$ cat src/rtl/tap_pkg.sv
// Constants, carrier types and state codes for the test access port
package tap_pkg;

  localparam int          IR_WIDTH     = 3;
  localparam int          ID_WIDTH     = 32;
  localparam int          BSR_LENGTH   = 128;
  localparam int          RESET_TMS_HI = 5;

  // Pattern loaded into the instruction shift stage on capture
  localparam logic [2:0]  IR_CAPTURE   = 3'h4;

  // Instruction encodings; values are arbitrary
  localparam logic [2:0]  INS_EXTEST   = 3'h0;
  localparam logic [2:0]  INS_SAMPLE   = 3'h1;
  localparam logic [2:0]  INS_IDCODE   = 3'h2;
  localparam logic [2:0]  INS_BYPASS   = 3'h7;

  // Identification word; value is arbitrary
  localparam logic [31:0] ID_VALUE     = 32'h0a5c_0001;

  localparam logic        BYPASS_CAPT  = 1'h0;

  typedef struct packed {
    logic tck;
    logic tms;
    logic tdi;
  } tapPins_t;

  typedef enum logic [15:0] {
    ST_RESET   = 16'h0001,
    ST_IDLE    = 16'h0002,
    ST_SEL_DR  = 16'h0004,
    ST_CAP_DR  = 16'h0008,
    ST_SHF_DR  = 16'h0010,
    ST_EX1_DR  = 16'h0020,
    ST_PAU_DR  = 16'h0040,
    ST_EX2_DR  = 16'h0080,
    ST_UPD_DR  = 16'h0100,
    ST_SEL_IR  = 16'h0200,
    ST_CAP_IR  = 16'h0400,
    ST_SHF_IR  = 16'h0800,
    ST_EX1_IR  = 16'h1000,
    ST_PAU_IR  = 16'h2000,
    ST_EX2_IR  = 16'h4000,
    ST_UPD_IR  = 16'h8000
  } tapState_t;

endpackage : tap_pkg

$ cat src/rtl/sync_two_stage.sv
// Two flip-flop synchroniser for a group of asynchronous inputs
`timescale 1ns/1ps
module sync_two_stage #(
  parameter int WIDTH = 1
) (
  input  wire logic             clk,     // System clock
  input  wire logic             reset,   // Synchronous reset, high
  input  wire logic [WIDTH-1:0] asyncIn, // Inputs from outside the domain
  output logic      [WIDTH-1:0] syncOut  // Inputs safe to read
);

  logic [WIDTH-1:0] meta_q;

  generate
    if (WIDTH < 1) begin : g_bad
      $error("sync_two_stage needs WIDTH of at least one");
    end
  endgenerate

  always_ff @(posedge clk) begin
    if (reset) begin
      meta_q  <= '0;
      syncOut <= '0;
    end else begin
      meta_q  <= asyncIn;
      syncOut <= meta_q;
    end
  end

endmodule : sync_two_stage

$ cat src/rtl/tap_controller.sv
// Boundary-scan test access port controller with its scan registers
`timescale 1ns/1ps

module tap_controller
  import tap_pkg::*;
#(
  parameter int BSR_LEN = tap_pkg::BSR_LENGTH
) (
  input  wire logic                    clk,      // System clock, 50 MHz
  input  wire logic                    reset,    // Synchronous reset, high
  input  wire tap_pkg::tapPins_t       tapPins,  // Test clock, mode, data in
  input  wire logic [BSR_LEN-1:0]      bsPinIn,  // Pin levels to capture
  output tap_pkg::tapState_t           tapState, // Controller state
  output logic [tap_pkg::IR_WIDTH-1:0] curInstr, // Current instruction
  output logic [BSR_LEN-1:0]           bsOut,    // Latched boundary output
  output logic                         extestEn, // Scan cells drive pins
  output logic                         tdo,      // Serial data out
  output logic                         tdoEn     // Serial out enable
);

  import tap_pkg::*;

  generate
    if (BSR_LEN < 2) begin : g_bad_len
      $error("tap_controller needs BSR_LEN of at least two");
    end
  endgenerate

  localparam int SYNC_W = BSR_LEN + 3;

  tapState_t             state_q;
  tapState_t             state_d;
  logic [SYNC_W-1:0]     syncBus;
  logic                  tckS;
  logic                  tmsS;
  logic                  tdiS;
  logic [BSR_LEN-1:0]    pinS;
  logic                  tckPrev_q;
  logic                  tckRise;
  logic                  tckFall;
  logic [IR_WIDTH-1:0]   irShift_q;
  logic [IR_WIDTH-1:0]   ir_q;
  logic [BSR_LEN-1:0]    bsShift_q;
  logic [BSR_LEN-1:0]    bsUpd_q;
  logic [ID_WIDTH-1:0]   idShift_q;
  logic                  byp_q;
  logic                  tdo_q;
  logic                  tdoEn_q;
  logic                  extest_q;

  // Test clock, mode and data share one synchroniser so that they line up
  sync_two_stage #(
    .WIDTH   (SYNC_W)
  ) u_sync (
    .clk     (clk),
    .reset   (reset),
    .asyncIn ({tapPins.tck, tapPins.tms, tapPins.tdi, bsPinIn}),
    .syncOut (syncBus)
  );

  assign tckS = syncBus[SYNC_W-1];
  assign tmsS = syncBus[SYNC_W-2];
  assign tdiS = syncBus[SYNC_W-3];
  assign pinS = syncBus[BSR_LEN-1:0];

  always_ff @(posedge clk) begin
    if (reset) begin
      tckPrev_q <= 1'b0;
    end else begin
      tckPrev_q <= tckS;
    end
  end

  assign tckRise = tckS & ~tckPrev_q;
  assign tckFall = ~tckS & tckPrev_q;

  // State decodes
  wire inReset = (state_q == ST_RESET);
  wire capDr   = (state_q == ST_CAP_DR);
  wire shfDr   = (state_q == ST_SHF_DR);
  wire updDr   = (state_q == ST_UPD_DR);
  wire capIr   = (state_q == ST_CAP_IR);
  wire shfIr   = (state_q == ST_SHF_IR);
  wire updIr   = (state_q == ST_UPD_IR);

  // Data register selection by the current instruction
  wire selBsr  = (ir_q == INS_EXTEST) || (ir_q == INS_SAMPLE);
  wire selId   = (ir_q == INS_IDCODE);
  wire selByp  = ~selBsr & ~selId;
  wire drOut   = selBsr ? bsShift_q[0] : (selId ? idShift_q[0] : byp_q);

  // Next state on a rising test clock edge
  always_comb begin
    state_d = state_q;
    unique case (state_q)
      ST_RESET:  state_d = tmsS ? ST_RESET  : ST_IDLE;
      ST_IDLE:   state_d = tmsS ? ST_SEL_DR : ST_IDLE;
      ST_SEL_DR: state_d = tmsS ? ST_SEL_IR : ST_CAP_DR;
      ST_CAP_DR: state_d = tmsS ? ST_EX1_DR : ST_SHF_DR;
      ST_SHF_DR: state_d = tmsS ? ST_EX1_DR : ST_SHF_DR;
      ST_EX1_DR: state_d = tmsS ? ST_UPD_DR : ST_PAU_DR;
      ST_PAU_DR: state_d = tmsS ? ST_EX2_DR : ST_PAU_DR;
      ST_EX2_DR: state_d = tmsS ? ST_UPD_DR : ST_SHF_DR;
      ST_UPD_DR: state_d = tmsS ? ST_SEL_DR : ST_IDLE;
      ST_SEL_IR: state_d = tmsS ? ST_RESET  : ST_CAP_IR;
      ST_CAP_IR: state_d = tmsS ? ST_EX1_IR : ST_SHF_IR;
      ST_SHF_IR: state_d = tmsS ? ST_EX1_IR : ST_SHF_IR;
      ST_EX1_IR: state_d = tmsS ? ST_UPD_IR : ST_PAU_IR;
      ST_PAU_IR: state_d = tmsS ? ST_EX2_IR : ST_PAU_IR;
      ST_EX2_IR: state_d = tmsS ? ST_UPD_IR : ST_SHF_IR;
      ST_UPD_IR: state_d = tmsS ? ST_SEL_DR : ST_IDLE;
      default:   state_d = ST_RESET;
    endcase
  end

  always_ff @(posedge clk) begin
    if (reset) begin
      state_q <= ST_RESET;
    end else if (tckRise) begin
      state_q <= state_d;
    end
  end

  // Instruction shift stage: captured pattern, then shifted toward out
  always_ff @(posedge clk) begin
    if (reset) begin
      irShift_q <= IR_CAPTURE;
    end else if (tckRise && capIr) begin
      irShift_q <= IR_CAPTURE;
    end else if (tckRise && shfIr) begin
      irShift_q <= {tdiS, irShift_q[IR_WIDTH-1:1]};
    end
  end

  // Current instruction changes only in reset or on update; the pin
  // enable reads the same next value so both move in one cycle
  wire [IR_WIDTH-1:0] irNext = inReset ? INS_IDCODE :
                               (tckFall && updIr) ? irShift_q : ir_q;

  always_ff @(posedge clk) begin
    if (reset) begin
      ir_q <= INS_IDCODE;
    end else begin
      ir_q <= irNext;
    end
  end

  // Boundary shift path; pause and exit states leave it alone
  always_ff @(posedge clk) begin
    if (reset) begin
      bsShift_q <= '0;
    end else if (tckRise && capDr && selBsr) begin
      bsShift_q <= pinS;
    end else if (tckRise && shfDr && selBsr) begin
      bsShift_q <= {tdiS, bsShift_q[BSR_LEN-1:1]};
    end
  end

  // Boundary parallel output moves only in data update
  always_ff @(posedge clk) begin
    if (reset) begin
      bsUpd_q <= '0;
    end else if (tckFall && updDr && selBsr) begin
      bsUpd_q <= bsShift_q;
    end
  end

  // Identification register
  always_ff @(posedge clk) begin
    if (reset) begin
      idShift_q <= ID_VALUE;
    end else if (tckRise && capDr && selId) begin
      idShift_q <= ID_VALUE;
    end else if (tckRise && shfDr && selId) begin
      idShift_q <= {tdiS, idShift_q[ID_WIDTH-1:1]};
    end
  end

  // Single-stage bypass register
  always_ff @(posedge clk) begin
    if (reset) begin
      byp_q <= BYPASS_CAPT;
    end else if (tckRise && capDr && selByp) begin
      byp_q <= BYPASS_CAPT;
    end else if (tckRise && shfDr && selByp) begin
      byp_q <= tdiS;
    end
  end

  // Serial output changes on the falling edge, enabled only while shifting
  always_ff @(posedge clk) begin
    if (reset) begin
      tdo_q   <= 1'b0;
      tdoEn_q <= 1'b0;
    end else if (tckFall) begin
      tdo_q   <= shfIr ? irShift_q[0] : drOut;
      tdoEn_q <= shfIr | shfDr;
    end
  end

  // Cells take over the pins only under external test, and let go one cycle after the reset state is entered
  always_ff @(posedge clk) begin
    if (reset) begin
      extest_q <= 1'b0;
    end else begin
      extest_q <= ~inReset && (irNext == INS_EXTEST);
    end
  end

  assign tapState = state_q;
  assign curInstr = ir_q;
  assign bsOut    = bsUpd_q;
  assign extestEn = extest_q;
  assign tdo      = tdo_q;
  assign tdoEn    = tdoEn_q;

endmodule : tap_controller

$ cat config.mk
export PLATFORM = sky130hd
export DESIGN_NAME = tap_controller
export DESIGN_NICKNAME = d
export VERILOG_FILES = /design/src/rtl/tap_pkg.sv /design/src/rtl/sync_two_stage.sv /design/src/rtl/tap_controller.sv
export SDC_FILE = /design/constraint.sdc
export NUM_CORES = 1
export LEC_CHECK = 0
export CAP_MARGIN = 10
export CORE_MARGIN = 5
export CORE_UTILIZATION = 60
export CTS_BUF_LIST = sky130_fd_sc_hd__clkbuf_4 sky130_fd_sc_hd__clkbuf_8
export DETAILED_ROUTE_END_ITERATION = 16
export DONT_BUFFER_PORTS = 1
export GPL_ROUTABILITY_DRIVEN = 0
export PLACE_DENSITY = 0.82
export SLEW_MARGIN = 20
export SYNTH_ARGS = -nofsm -noshare
export SYNTH_HDL_FRONTEND = slang
export SYNTH_HIERARCHICAL = 1
export SYNTH_SLANG_ARGS = --single-unit
$ cat constraint.sdc
create_clock -name clk -period 3.4 [get_ports clk]
set_input_delay 0.68 -clock clk [delete_from_list [all_inputs] [get_ports clk]]
set_output_delay 0.68 -clock clk [all_outputs]
set_load 0.01 [all_outputs]
# --- After elaboration in Yosys (flattened, before gate mapping) ---
# Index checks and enable logic that the tools add are counted.
op_classes:
  eq_ne: 18
  n_mux: 20
  reduce_logical: 24
  n_bitwise: 9
ops:
  columns: ["operator", "n"]
  rows:
  - ["$mux 128", 2]
  - ["$pmux 16 s12", 1]
  - ["$mux 16", 2]
  - ["$mux 9", 2]
  - ["$eq 16x1->1 const B", 1]
  - ["$eq 16x10->1 const B", 1]
  - ["$eq 16x11->1 const B", 1]
  - ["$eq 16x12->1 const B", 1]
  - ["$eq 16x13->1 const B", 1]
  - ["$eq 16x14->1 const B", 1]
  - ["$eq 16x15->1 const B", 1]
  - ["$eq 16x16->1 const B", 1]
  - ["$eq 16x2->1 const B", 1]
  - ["$eq 16x3->1 const B", 1]
  - ["$eq 16x4->1 const B", 1]
  - ["$eq 16x5->1 const B", 1]
  - ["$eq 16x6->1 const B", 1]
  - ["$eq 16x7->1 const B", 1]
  - ["$eq 16x8->1 const B", 1]
  - ["$eq 16x9->1 const B", 1]
  - ["$mux 15", 1]
  - ["$logic_and 1x1->1", 14]
  - ["$mux 13", 1]
  - ["$mux 11", 1]
  - ["other kinds (16)", 31]
word_totals:
  regBits: 577
  word_cells: 84

# --- Logic depth before layout (Yosys ltp) ---
depth:
  word_depth: 7
  ltp_mapped: 9

# --- By module ---
# Netlist, hierarchy kept.
by_module_without_submodules:
  columns: ["mod", "seq_area_each_um2", "cells_each", "area_per_inst_um2", "instances"]
  rows:
  - ["tap_controller", 6306.0, 1611, 12962.4, 1]
  - ["sync_two_stage", 5245.0, 553, 7019.2, 1]

# --- Least setup slack after synthesis ---
# Ideal clock, no wire load.
synth_path:
  kind: "reg-to-reg"
  start: "register state_q[15] (netlist: tapState[15])"
  end: "register bsShift_q[46]"
  period_less_slack_ps: 2420
  t_arrival_ps: 2273
  stages_incl_launch_ff: 9
  t_required_ps: 3253
  slack_ps: 980
  path_buffers: 4
  path_cell_list: "dfxtp_1 -> buf_2 -> or4_1 -> buf_2 -> nor4_4 -> o211a_4 -> buf_2 -> buf_2 -> a311oi_2"
synth_between:
  elab_chain_len: 4
  elab_cells_between_ends: 8
synth_rtl:
  columns: ["element", "line", "rtl"]
  rows:
  - ["start: declaration", "tap_controller.sv:31", "tapState_t state_q;"]
  - ["start signal: assignment", "tap_controller.sv:120", "state_q <= state_d;"]
  - ["$eq 16x4->1 / $eq 16x5->1 (equally long branches)", "tap_controller.sv:79, tap_controller.sv:80", null]
  - ["$logic_and 1x1->1 (on tied branches) (2 in a row)", "tap_controller.sv:152, tap_controller.sv:154", null]
  - ["$mux 128 / $reduce_bool 2->1 (equally long branches)", null, null]
  - ["end signal: assignment", "tap_controller.sv:153", "bsShift_q <= pinS;"]
  - ["end signal: assignment", "tap_controller.sv:155", "bsShift_q <= {tdiS, bsShift_q[BSR_LEN-1:1]};"]
  - ["end: declaration", "tap_controller.sv:43", "logic [BSR_LEN-1:0] bsShift_q;"]
# Parallel ways exist; a longest one is shown, timed or not.
# A chain may end at the register's enable or synchronous reset.

# --- Final worst setup path ---
layout_path:
  start: "register state_q[8] (netlist: tapState[8])"
  end: "register bsShift_q[107]"
# The elaborated chain is that of the path after synthesis.

==> results by group <==
Finish
  – Layout area overhead: 9.424%
  – Design Area, Final: 0.02186 mm2
  – Nets: 2241
  – Layout cells sized above 1: 0.1151
  – Fill cell count: 2575

GRT
  – Vias in the first global route: 13730
  – Total Routing Usage GR: 0.2250
  – Largest net degree at the start of global routing: 545
  – First-pass GRT wire length: 68.48 mm
  – Remaining Overflow, GRT: 0
  – Initial antenna violation count: 16

Synthesis
  – Cell variety after synth: 50
  – Post-synth ARST share: 0
  – Synth area leaders: dfxtp_1 58%, nand2_1 11%, nor2b_1 8.3%
  – Top cell type's share of synthesized area: 0.5781
  – Mapped Area: 0.01998 mm2
  – EDFF count, synth: 0
  – Leading area contributor after synthesis: dfxtp_1
  – Post-Synthesis Cells: 2164
  – Ys flop type: dfxtp_1
  – YS warnings: 6
  – Mean area per synthesized cell: 9.234 um2
  – Post-synthesis sequential area ratio: 0.5781
  – Post-Syn Nets: 2297
  – Seq cells post-synth: 577

CTS
  – CTS H-tree lvls: 3
  – Num CTS Buffers: 86
  – Setup Buffers After CTS: 0
  – Post_cts resized: 0
  – Clock sink count: 577
  – Longest Clk Path Bufs: 3
  – CTS tree: done
  – Root Buffer Master: clkbuf_8
  – CTS Hold Bufs: 0
  – Clock slew at reported path FFs: 0.06 ns
  – Clock latency on the worst-skew pair: 0.61 ns

Status
  – Failing checks: max-slew violations
  – Outcome: complete, but fails checks

Timing
  – F_max: 0.3203 GHz
  – Final period utilization: 0.9183
  – Least-Margin Pin Slew: 1.559 ns
  – Final setup TNS: 0 ns
  – Final setup viols: 0
  – Final-report hold violation count: 0
  – Final setup margin: 0.2777 ns
  – Max-slew headroom: -0.03912
  – Fin Clk Skew: 0.02166 ns
  – Final Critical Period: 3.122 ns
  – RSZ-0062 raised after global routing: no
  – Pins Over Slew Limit: 123

Setup path
  – CP delay by family, top: simple AND/OR/NAND/NOR gates
  – Crit path DAT: 3.62 ns
  – Crit Path Category: register to register
  – Setup crit start kind: register
  – CP required: 3.90 ns
  – Cell Chain, Critical Path: or4_1, nor4_4, o211a_4, buf_4, nor2_1, a311oi_1
  – Max incr delay on CP: 0.80 ns
  – Buf+Inv Stages, Crit Path: 1
  – Max FO, Critical Path: 27
  – Endpoint type of the worst setup path: register
  – Slowest-stage cell, CP: or4_1

Drt
  – WL final: 42.86 mm
  – Met3 wire len: 3.848 mm
  – DR vias: 14260
  – Post-DRT Antenna Nets: 0
  – Highest routing layer actually used: met5
  – Wire per inst: 16.36 um
  – Vias per cell: 5.444
  – Met1 wire length: 17.57 mm
  – DRT iter0 DRCs: 840
  – # DRC: 0
  – Drt pass-1 iters: 7
  – DR WL met2: 19.98 mm

Pwr
  – Overall power: 12.77 mW
  – Maximum vdd drop: 0.0003993 V
  – Lkg Pwr: 7.235 nW
  – PwrDens: 584.2 mW/mm2

Die
  – Starting density of the core: 0.6110
  – Placeable core region: 0.03270 mm2
  – Top-Level Pins: 283
  – Die width: 192.5 um
  – # rows: 66
  – Die Span Y: 192.5 um
  – Die area: 0.03705 mm2

Placement
  – Post-Place Cell Area: 0.02006 mm2
  – Port Buf Inserts: 0
  – Hpwl dp: 26.40 mm
  – Pre-CTS WS: 0.3180 ns

Job
  – Number of max-cap violations: 0

Hold path
  – Worst hold path type: input pin to register
[cell type report]
class / count / area (um2) / share of cell area
sequential: 577 / 11550 / 0.5283
multi-input combinational: 1415 / 7655 / 0.3501
timing repair buffer: 25 / 287.8 / 0.01316
antenna: 13 / 32.53 / 0.001488
clock buffer: 137 / 1704 / 0.07794
tap: 442 / 553.0 / 0.02529
inverter: 3 / 11.26 / 0.0005150
clock inverter: 7 / 70.07 / 0.003205
[cell families after synthesis]
group | synth area share
DFF | 0.5781
and+or+nand+nor | 0.2473
xor gates and xnor gates | 0.003507
muxes | 0.001002
AOI/OAI and AO/OA | 0.1306
buffers and inverters | 0.03951
[Yosys cell counts (all sizes together) (2+ instances only)]
cell    number
nand2      588
dfxtp      577
nor2b      266
a21oi      167
nor2       159
a311oi     129
buf         88
clkbuf      81
nand3       14
nor4        10
nor3         9
or4          8
a22oi        7
nand4        7
xnor2        5
o21ai        4
inv          3
nand4b       3
or4b         3
xor2         3
a21o         2
a31oi        2
and2         2
mux2i        2
nand2b       2
nand3b       2
nor3b        2
nor4b        2
o22ai        2
or3          2
[per-layer routing]
metal | up-vias | track usage
li1 | 7032 | -
met1 | 6636 | 0.2716
met3 | 113 | 0.08285
met2 | 469 | 0.3620
met5 | - | 0
met4 | 8 | 0.09901
[layout by cell type, fill, tap and decap left out, drive strengths merged, types with 4 or more instances in the layout]
cell / synthesis / layout
clkbuf: 81 / 137
diode: 0 / 13
a311oi: 129 / 129
xnor2: 5 / 5
nor2: 159 / 159
buf: 88 / 25
nor3: 9 / 9
o21ai: 4 / 4
nand3: 14 / 14
nor2b: 266 / 266
clkinvlp: 0 / 4
nor4: 10 / 10
a21oi: 167 / 167
a22oi: 7 / 7
or4: 8 / 8
nand2: 588 / 588
dfxtp: 577 / 577
nand4: 7 / 7
[sequential cells by signal (all words and copies together), names as in the netlist]
signal,count
tapState,16
bsShift_q,128
idShift_q,32
tckPrev_q,1
extestEn,1
irShift_q,3
bsOut,128
u_sync/meta_q,131
tdo,1
tdoEn,1
curInstr,3
u_sync/syncOut,131
byp_q,1
[worst paths after layout]
path / end / cells after the start / startpoint / slack (ns)
setup / recovery: bsShift_q[107]$_SDFFE_PP0P_ / 6 / tapState[8]$_SDFFE_PP0P_ / 0.28
hold / removal: bsOut[125]$_SDFFE_PP0P_ / 1 / reset / 0.17
setup reg to reg: bsShift_q[107]$_SDFFE_PP0P_ / 6 / tapState[8]$_SDFFE_PP0P_ / 0.28
hold reg to reg: u_sync/syncOut[19]$_SDFF_PP0_ / 1 / u_sync/meta_q[19]$_SDFF_PP0_ / 0.43
[per-stage QoR]
step / cells / hold slack (ns) / utilization
2_1_floorplan: 2164 / 0.4138 / -
3_3_place_gp: 2462 / 0.4184 / 0.6134
3_5_place_dp: 2462 / 0.4212 / 0.6134
4_1_cts: 2606 / 0.1106 / 0.6676
5_1_grt: 2616 / 0.1189 / 0.6684
6_report: 2619 / 0.1699 / 0.6686
[where the power goes]
| group | internal [mW] | total, mW | leakage [nW] | switching (mW) |
|---|---|---|---|---|
| clock network | 3.23 | 5.67 | 0.933 | 2.45 |
| logic | 0.0929 | 0.151 | 1.60 | 0.0581 |
| registers | 6.91 | 6.95 | 4.70 | 0.0401 |
(Power assumes the default switching activity.)
